===== src/radio_ctrl_map.vh =====
`ifndef RADIO_CTRL_MAP_VH
`define RADIO_CTRL_MAP_VH

// Control word width and field positions.
`define CW_WIDTH        32
`define CW_FIXED_HI     31
`define CW_FIXED_LO     16
`define CW_TCOMP_HI     26
`define CW_TCOMP_LO     23
`define CW_REFSEL_HI    13
`define CW_REFSEL_LO    12
`define CW_PWR_HI       11
`define CW_PWR_LO       10
`define CW_PLLHOLD      9
`define CW_RXSEL        8
`define CW_FREQ_HI      7
`define CW_FREQ_LO      0

// Fixed pattern carried in the upper half of a well-formed word.
`define CW_FIXED_PATTERN 16'h0546
`define CW_RESET_VALUE   32'h00000000

// Reference divider ratios for each select code.
`define REFDIV_00 5'h0C
`define REFDIV_01 5'h10
`define REFDIV_10 5'h0D
`define REFDIV_11 5'h1A

// Synthesizer base frequency in MHz.
`define VCO_BASE_MHZ 12'h900

// Access-code refinement span in bits.
`define DC_REFINE_BITS 10

`endif


===== src/dc_phase_seq.v =====
`timescale 1ns/1ps
`include "radio_ctrl_map.vh"

module dc_phase_seq (
    input  wire       core_clk,     // System clock.
    input  wire       rst,          // Synchronous reset, active high.
    input  wire       rxMode,       // Receive slot selected.
    input  wire       strobeSync,   // Synchronised DC strobe level.
    input  wire       slotReset,    // Power-down state set by the serial enable pulse.
    output reg  [1:0] dcPhase_r,    // 0 idle, 1 coarse, 2 integrate, 3 hold.
    output reg        seedPulse_r   // One cycle when the integrator is seeded.
);

    localparam PH_IDLE   = 2'h0;
    localparam PH_COARSE = 2'h1;
    localparam PH_INTEG  = 2'h2;
    localparam PH_HOLD   = 2'h3;

    reg       strobeDly_r;
    reg [1:0] dcPhase_nxt;

    // Idle steps straight to coarse; later transitions follow strobe edges; a transmit slot ignores the strobe.
    always @* begin
        dcPhase_nxt = dcPhase_r;
        if (slotReset || !rxMode) begin
            dcPhase_nxt = PH_IDLE;
        end else begin
            case (dcPhase_r)
                PH_IDLE:   dcPhase_nxt = PH_COARSE;
                PH_COARSE: if (strobeSync && !strobeDly_r) dcPhase_nxt = PH_INTEG;
                PH_INTEG:  if (!strobeSync) dcPhase_nxt = PH_HOLD;
                default:   dcPhase_nxt = dcPhase_r;
            endcase
        end
    end

    // Register the phase and flag the seeding moment.
    always @(posedge core_clk) begin
        if (rst) begin
            dcPhase_r   <= PH_IDLE;
            strobeDly_r <= 1'b0;
            seedPulse_r <= 1'b0;
        end else begin
            dcPhase_r   <= dcPhase_nxt;
            strobeDly_r <= strobeSync;
            seedPulse_r <= (dcPhase_r == PH_COARSE) && (dcPhase_nxt == PH_INTEG);
        end
    end

endmodule // dc_phase_seq


===== src/radio_control_word_and_dc_sequencer.v =====
`timescale 1ns/1ps
`include "radio_ctrl_map.vh"

// Behaviour
// - Bits 26..23 act as temperature compensation.
// - Bits 13:12 pick reference divider ratio.
// - Bits 11:10 pick transmit power level.
// - Bit 8 set selects receive mode.
// - Bit 9 set keeps loop closed.
// - Bit 9 clear allows loop opening.
// - VCO frequency is 2304 plus n.
// - Slicer threshold derived via strobed extractor.
// - Strobe low gives coarse min/max estimate.
// - Strobe rise seeds integrator, refines threshold.
// - Strobe fall holds threshold, tracks drift.
// - MSB first, keep only last 32 bits.
// - Ignore bus while enable high; load on rise.
// - Enable falling edge controls loop opening.
// - Short enable pulse resets and powers down.
module radio_control_word_and_dc_sequencer #(
    parameter CW_W = `CW_WIDTH              // Control word width.
) (
    input  wire            core_clk,        // System clock, 100 MHz.
    input  wire            rst,             // Synchronous reset, active high.
    input  wire            serData,         // Serial bus data pin.
    input  wire            serClk,          // Serial bus clock pin.
    input  wire            serEn,           // Serial bus enable pin, low frames a burst.
    input  wire            dc_strobe,       // DC extractor strobe pin.
    output reg  [CW_W-1:0] controlWord_r,   // Loaded control word.
    output reg  [3:0]      tempComp_r,      // Temperature compensation setting.
    output reg  [4:0]      refDivRatio_r,   // Reference divider ratio.
    output reg  [1:0]      powerSel_r,      // Transmit power code, 01 nominal.
    output reg             rxMode_r,        // High in receive slot.
    output reg             pllHold_r,       // Loop held closed for the slot.
    output reg             pllClosed_r,     // Synthesizer loop currently closed.
    output reg  [11:0]     vcoFreqMhz_r,    // Synthesizer frequency in MHz.
    output reg             patternOk_r,     // Upper fixed pattern matched at load.
    output reg             poweredDown_r,   // Device in power-down.
    output wire [1:0]      dcPhase,         // DC extractor phase.
    output wire            dcSeed           // Integrator seed pulse.
);

    // Divider ratio lookup for the reference select code.
    function [4:0] refDiv;
        input [1:0] code;
        begin
            case (code)
                2'h0:    refDiv = `REFDIV_00;
                2'h1:    refDiv = `REFDIV_01;
                2'h2:    refDiv = `REFDIV_10;
                default: refDiv = `REFDIV_11;
            endcase
        end
    endfunction

    // Two-stage synchronisers for every pin.
    reg [1:0] dataSync_r;
    reg [1:0] clkSync_r;
    reg [1:0] enSync_r;
    reg [1:0] strobeSync_r;
    reg       clkPrev_r;
    reg       enPrev_r;
    reg [CW_W-1:0] shift_r;
    reg       loadPend_r;

    wire sData   = dataSync_r[1];
    wire sClk    = clkSync_r[1];
    wire sEn     = enSync_r[1];
    wire clkRise = sClk && !clkPrev_r;
    wire enRise  = sEn && !enPrev_r;
    wire enFall  = !sEn && enPrev_r;

    // The first flop of each pair feeds only the second.
    always @(posedge core_clk) begin
        if (rst) begin
            dataSync_r   <= 2'h0;
            clkSync_r    <= 2'h0;
            enSync_r     <= 2'h3;
            strobeSync_r <= 2'h0;
            clkPrev_r    <= 1'b0;
            enPrev_r     <= 1'b1;
        end else begin
            dataSync_r   <= {dataSync_r[0], serData};
            clkSync_r    <= {clkSync_r[0], serClk};
            enSync_r     <= {enSync_r[0], serEn};
            strobeSync_r <= {strobeSync_r[0], dc_strobe};
            clkPrev_r    <= sClk;
            enPrev_r     <= sEn;
        end
    end

    // Data passes the same two-stage delay as the clock and is sampled in the cycle the synced clock rise is seen.
    // Shifting continues with no count; older bits just fall off the top.
    always @(posedge core_clk) begin
        if (rst) begin
            shift_r <= `CW_RESET_VALUE;
        end else if (clkRise && !sEn) begin
            shift_r <= {shift_r[CW_W-2:0], sData};
        end
    end

    // Load on enable rise; a burst with no clocks is a power-down pulse.
    reg sawClk_r;
    always @(posedge core_clk) begin
        if (rst) begin
            sawClk_r   <= 1'b0;
            loadPend_r <= 1'b0;
        end else begin
            loadPend_r <= enRise;
            // A clock edge landing in the enable-fall cycle is shifted, so it must count as seen.
            if (clkRise && !sEn) begin
                sawClk_r <= 1'b1;
            end else if (enFall) begin
                sawClk_r <= 1'b0;
            end
        end
    end

    // Control word and its decoded fields.
    always @(posedge core_clk) begin
        if (rst) begin
            controlWord_r <= `CW_RESET_VALUE;
            tempComp_r    <= 4'h0;
            refDivRatio_r <= `REFDIV_00;
            powerSel_r    <= 2'h0;
            rxMode_r      <= 1'b0;
            pllHold_r     <= 1'b0;
            vcoFreqMhz_r  <= `VCO_BASE_MHZ;
            patternOk_r   <= 1'b0;
        end else if (loadPend_r && sawClk_r) begin
            controlWord_r <= shift_r;
            tempComp_r    <= shift_r[`CW_TCOMP_HI:`CW_TCOMP_LO];
            refDivRatio_r <= refDiv(shift_r[`CW_REFSEL_HI:`CW_REFSEL_LO]);
            powerSel_r    <= shift_r[`CW_PWR_HI:`CW_PWR_LO];
            rxMode_r      <= shift_r[`CW_RXSEL];
            pllHold_r     <= shift_r[`CW_PLLHOLD];
            vcoFreqMhz_r  <= `VCO_BASE_MHZ + {4'h0, shift_r[`CW_FREQ_HI:`CW_FREQ_LO]};
            // Compensation bits are excluded from the pattern check.
            patternOk_r   <= (shift_r[31:27] == 5'h00) && (shift_r[22:16] == 7'h46)
                             && (shift_r[15:14] == 2'h0);
        end
    end

    // Power state: a clockless enable pulse powers down, a real load wakes up.
    always @(posedge core_clk) begin
        if (rst) begin
            poweredDown_r <= 1'b1;
        end else if (loadPend_r) begin
            poweredDown_r <= !sawClk_r;
        end
    end

    // Loop control: closed after programming, opened on enable fall unless held.
    always @(posedge core_clk) begin
        if (rst) begin
            pllClosed_r <= 1'b0;
        end else if (poweredDown_r && !loadPend_r) begin
            pllClosed_r <= 1'b0;
        end else if (loadPend_r) begin
            pllClosed_r <= sawClk_r;
        end else if (enFall && !pllHold_r) begin
            pllClosed_r <= 1'b0;
        end
    end

    // Extractor phase sequencer driven by the synchronised strobe.
    dc_phase_seq u_dcSeq (
        .core_clk    (core_clk),
        .rst         (rst),
        .rxMode      (rxMode_r),
        .strobeSync  (strobeSync_r[1]),
        .slotReset   (poweredDown_r),
        .dcPhase_r   (dcPhase),
        .seedPulse_r (dcSeed)
    );

endmodule // radio_control_word_and_dc_sequencer


===== config.mk =====
export PLATFORM = sky130hd
export DESIGN_NAME = radio_control_word_and_dc_sequencer
export DESIGN_NICKNAME = d
export VERILOG_FILES = /design/src/dc_phase_seq.v /design/src/radio_control_word_and_dc_sequencer.v
export VERILOG_INCLUDE_DIRS = /design/src /design/src/src
export SDC_FILE = /design/constraint.sdc
export NUM_CORES = 1
export LEC_CHECK = 0
export BUFFER_PORTS_ARGS = -buffer_cell sky130_fd_sc_hd__buf_2
export CELL_PAD_IN_SITES_DETAIL_PLACEMENT = 1
export CELL_PAD_IN_SITES_GLOBAL_PLACEMENT = 1
export CORE_ASPECT_RATIO = 0.5
export CORE_UTILIZATION = 39
export DETAILED_ROUTE_END_ITERATION = 10
export PLACE_DENSITY = 0.79
export SYNTH_ARGS = -nofsm -noshare
export SYNTH_HDL_FRONTEND = slang
export SYNTH_SLANG_ARGS = --single-unit

===== constraint.sdc =====
create_clock -name core_clk -period 1.9 [get_ports core_clk]
set_clock_uncertainty 0.2 [all_clocks]
set_input_delay 0.285 -clock core_clk [delete_from_list [all_inputs] [get_ports core_clk]]
set_output_delay 0.285 -clock core_clk [all_outputs]
set_load 0.01 [all_outputs]

# After elaboration in Yosys (flattened, before gate mapping)

Cells that the tools add are included.

Flip-flop bits (word level): 108
Input bits: 6
Output and inout bits: 63
Logic and storage cells: 65

Add/subtract/negate cells: 1
Equal/unequal tests: 6
Mux-type cells: 9
Reduce and logical (&&, ||, !) cells: 27

Operators by type and width:

| kind                                                                  | number |
|---|---|
| 5-bit case mux with 3 select lines                                    | 1 |
| 12-bit by 8-bit adder with 12-bit output, first input constant        | 1 |
| 1-bit logical AND                                                     | 11 |
| 1-bit logical NOT                                                     | 8 |
| 7-bit equality test, second input constant                            | 1 |
| 2-bit equality test, second input constant                            | 3 |
| 2-bit logical NOT                                                     | 3 |
| 2-bit two-way mux                                                     | 3 |
| 2-bit case mux with 3 select lines                                    | 1 |
| 5-bit logical NOT                                                     | 1 |
| 2-bit by 1-bit equality test with 1-bit output, second input constant | 2 |
| 1-bit two-way mux                                                     | 4 |
| 2-bit nonzero test                                                    | 2 |
| 2-bit OR reduction                                                    | 1 |
| 1-bit logical OR                                                      | 1 |

# Depth between registers and ports, before layout

Depth after elaboration: 7
Gate-level depth with buffers: 5
Mapped depth without buffers: 3

# Cells and area by module

A second synthesis with hierarchy kept.

Cells, all modules: 377
Area, all modules: 3171.8 µm²

Modules (own cells, without submodules):

| module                              | instances | cells an instance | area an instance (µm²) | sequential area each (µm²) |
|---|---|---|---|---|
| radio_control_word_and_dc_sequencer | 1         | 364               | 3024.2                 | 1681.6 |
| dc_phase_seq                        | 1         | 13                | 147.6                  | 80.1 |

# Worst setup path before layout

No wires, ideal clock.

Path type: register -> register
Start point: register enSync_r[1]
End point: register shift_r[10]
Arrival time: 1.053 ns
Required time: 1.568 ns
Path slack: 0.515 ns
Cell stages (with the launch flop): 6
Path buffers: 2
Clock period less this slack: 1.385 ns
Path through: dfxtp_1 or3b_1 buf_2 buf_6 nand2_1 a21oi_1

Word-level cells in the longest chain between the ends: 2

RTL lines:

| element                | line                                     | RTL |
|---|---|---|
| from (decl)            | radio_control_word_and_dc_sequencer.v:59 | `reg [1:0] enSync_r;` |
| from (signal assigned) | radio_control_word_and_dc_sequencer.v:85 | `enSync_r <= {enSync_r[0], serEn};` |
| 1-bit logical NOT      | radio_control_word_and_dc_sequencer.v:97 | `end else if (clkRise && !sEn) begin` |
| 1-bit logical AND      | radio_control_word_and_dc_sequencer.v:97 |  |
| to (signal assigned)   | radio_control_word_and_dc_sequencer.v:96 | `` shift_r <= `CW_RESET_VALUE; `` |
| to (signal assigned)   | radio_control_word_and_dc_sequencer.v:98 | `shift_r <= {shift_r[CW_W-2:0], sData};` |
| to (decl)              | radio_control_word_and_dc_sequencer.v:63 | `reg [CW_W-1:0] shift_r;` |

No other way between the ends.
A chain may end at the register's enable or synchronous reset.

# Worst setup path in the final report

Start point: register enSync_r[1]
End point: register shift_r[18]

The elaborated chain is that of the path after synthesis.

==> run metrics <==
initial antenna violation count 0; clock sink count a little under 90; port bufs 64; critical path's largest stage delay around 0.42 ns; worst path cell trace or3b_1, buf_4, nand2_1, a21oi_1; Slowest-stage cell, CP or3b_1; Final setup viols 0; Die Wd approximately 130 µm; CP delay by family, top simple AND/OR/NAND/NOR gates; hold-critical path depth 3; Clock transition at path regs 0.06 ns; Area contributors post-synth dfxtp_1 56%, nand2_1 16%, a21oi_1 11%, buf_4 4.8%, buf_2 1.6%; reg-to-reg critical path startpoint enSync_r[1]; Slew Viols, Final 0; count of max-cap constraint violations 0; Pwr Total 3.92 mW; Power Density 1030 nW/µm²; final period utilization between 80% and 90%; worst-case vdd ir drop around 0.48 mV; hpwl dp 4.75 mm; final-report hold violation count 0; CTS tree done; WL per Instance 13.6 µm; crit path launch type flip-flop; hold_sp rst; hold crit path type input pin to flip-flop; first-pass GRT wire length 12.1 mm; reg-to-reg endpoint shift_r[18]; CP arrival 1.54 ns; CTS Buf Count 9; critical path type flip-flop to flip-flop; io pins 69; Worst Hold End u_dcSeq.dcPhase_r[1]; row count 22; library cells used by synthesis 30; Max Freq 0.655 GHz; RSZ-0062 raised after global routing false; Vert. Die Dim 65.7 µm; htree depth 3; Max Root-Sink Buffers 2; Final min period around 1.5 ns; core area 7570 µm²; flops & latches, synth 88; GRT Overall Usage around a fifth; Final GP Congestion 0.714; vias in the first global route 2529; Crit Path Max Fanout 20; status complete, no violations; reg-to-reg slack, setup approximately 0.37 ns; setup TNS 0 ns; Synth warnings 0; DRC viols 0; Data required, critical path 1.91 ns; grt total ovfl 0; ant diodes 0; synthesized area 3160 µm²; Hold Buf Count CTS 4; R2R depth 4; placed instance count 516; Vias per Instance 4.81; die area 8490 µm²; CTS resizes 0; synthesized area per cell about 8.4 µm²; sequential share of the synthesized area 55.7%; setup bufs post-CTS 0; FILL cells 928; largest net degree at the start of global routing 86; cell at the root of the clock tree clkbuf_16; Final Non-Filler Cells 536; effective utilization at floorplan 41.8%; area leader, netlist dfxtp_1; Synth top area share 55.7%; first-pass iteration count of the detailed router 4; NumNets Final 429; CP Capture Type flip-flop; routed via count 2578; layout cells sized above 1 21.7%; DRT Wirelength 7.26 mm; DRT antenna net count 0; P_leak 1.49 nW; Crit path buffers/inverters 1; CP Depth 4; area grow syn2layout 20.6%; worst skew pair latency 0.35 ns; initial DRC count between 150 and 200; synthesized instance count ~380
cell families (layout without fill, tap and decap cells):
logic type | after synthesis | count (layout) | share of synthesized area (%)
compound gates | 77 | 77 | 12.5
buf+inv | 45 | 94 | 8.83
flops | 88 | 88 | 55.7
other cells | 2 | 4 | 0.238
simple gates | 165 | 165 | 22.6
worst register-to-register path: cells and delay by family, from the launching register on:
kind,cells,cell delay [ns]
AO/OA/AOI/OAI,1,0.07
flip-flops,1,0.37
AND/OR/NAND/NOR,2,0.53
buffers and inverters,1,0.22
registers in the layout, indices dropped and copies added (netlist names), 2 cells and up:
register	cells
shift_r	32
u_dcSeq.dcPhase_r	2
controlWord_r	32
dataSync_r	2
enSync_r	2
clkSync_r	2
strobeSync_r	2
refDivRatio_r	5
power by group:
part,switching (mW),internal [mW]
logic,0.0401,0.0228
clock network,0.718,1.28
registers,0.00574,1.85
total,0.764,3.16
cells in the mapped netlist:
cell and instances:
nand4_1 1, o211ai_1 1, or2_2 3, buf_6 3, nand3_1 1, o21bai_1 2, o21ai_0 1, nor2_1 4
a21oi_1 72, a211o_1 1, nor4b_1 1, nor4bb_1 2, dfxtp_1 88, nand2b_1 1, or3b_2 1, nor4_1 1
or3b_1 2, buf_2 10, nand2_1 133, buf_1 1, nor2b_1 8, nor3_1 1, nor3b_1 2, nand3b_1 2
conb_1 2, buf_4 20, nor3b_2 1, clkbuf_1 10, and2_1 1, inv_1 1
area by class of cell:
cell class | count | area, µm² | area share (%)
clock buffer | 10 | 229 | 6.01
clock inverter | 6 | 108 | 2.82
inverter | 1 | 3.75 | 0.0985
multi-input combinational | 246 | 1130 | 29.7
sequential | 88 | 1760 | 46.2
tap | 108 | 135 | 3.55
timing repair buffer | 77 | 440 | 11.6
layer usage:
layer  track usage, %  wire, µm  vias up
met3             6.43       295       10
li1                 -         -     1288
met5                0         0        -
met2             33.0      3500       50
met4             7.50       117        0
met1             21.9      3350     1230
placed cells by master, fill, tap and decap left out, types with 2 or more instances in the layout:
cell           netlist  routed
a21oi_1             72      72
buf_2               10      64
buf_4               20       8
bufinv_16            0       3
clkbuf_16            0       9
clkinv_2             0       2
conb_1               2       4
dfxtp_1             88      88
dlygate4sd3_1        0       4
nand2_1            133     133
nand3b_1             2       2
nor2_1               4       4
nor2b_1              8       8
nor3b_1              2       2
nor4bb_1             2       2
o21bai_1             2       2
or2_2                3       3
or3b_1               2       2
how the worst max path moves through the flow:
stage	end	from
global route	shift_r[18]	enSync_r[1]
finish	shift_r[18]	enSync_r[1]
global placement	shift_r[16]	enSync_r[1]
detailed placement	shift_r[21]	enSync_r[1]
floorplan	shift_r[10]	enSync_r[1]
CTS	shift_r[18]	enSync_r[1]
through the flow:
| step | area, µm² | worst slack (ns) | utilization, % | hold WS (ns) |
|---|---|---|---|---|
| detailed placement | 3430 | 0.408 | 45.4 | 0.199 |
| global placement | 3430 | 0.468 | 45.4 | 0.198 |
| global route | 3810 | 0.291 | 50.3 | 0.154 |
| finish | 3810 | 0.372 | 50.3 | 0.116 |
| floorplan | 3170 | 0.515 | - | 0.189 |
| CTS | 3810 | 0.352 | 50.3 | 0.116 |
Power figures use the tool's default switching activity.
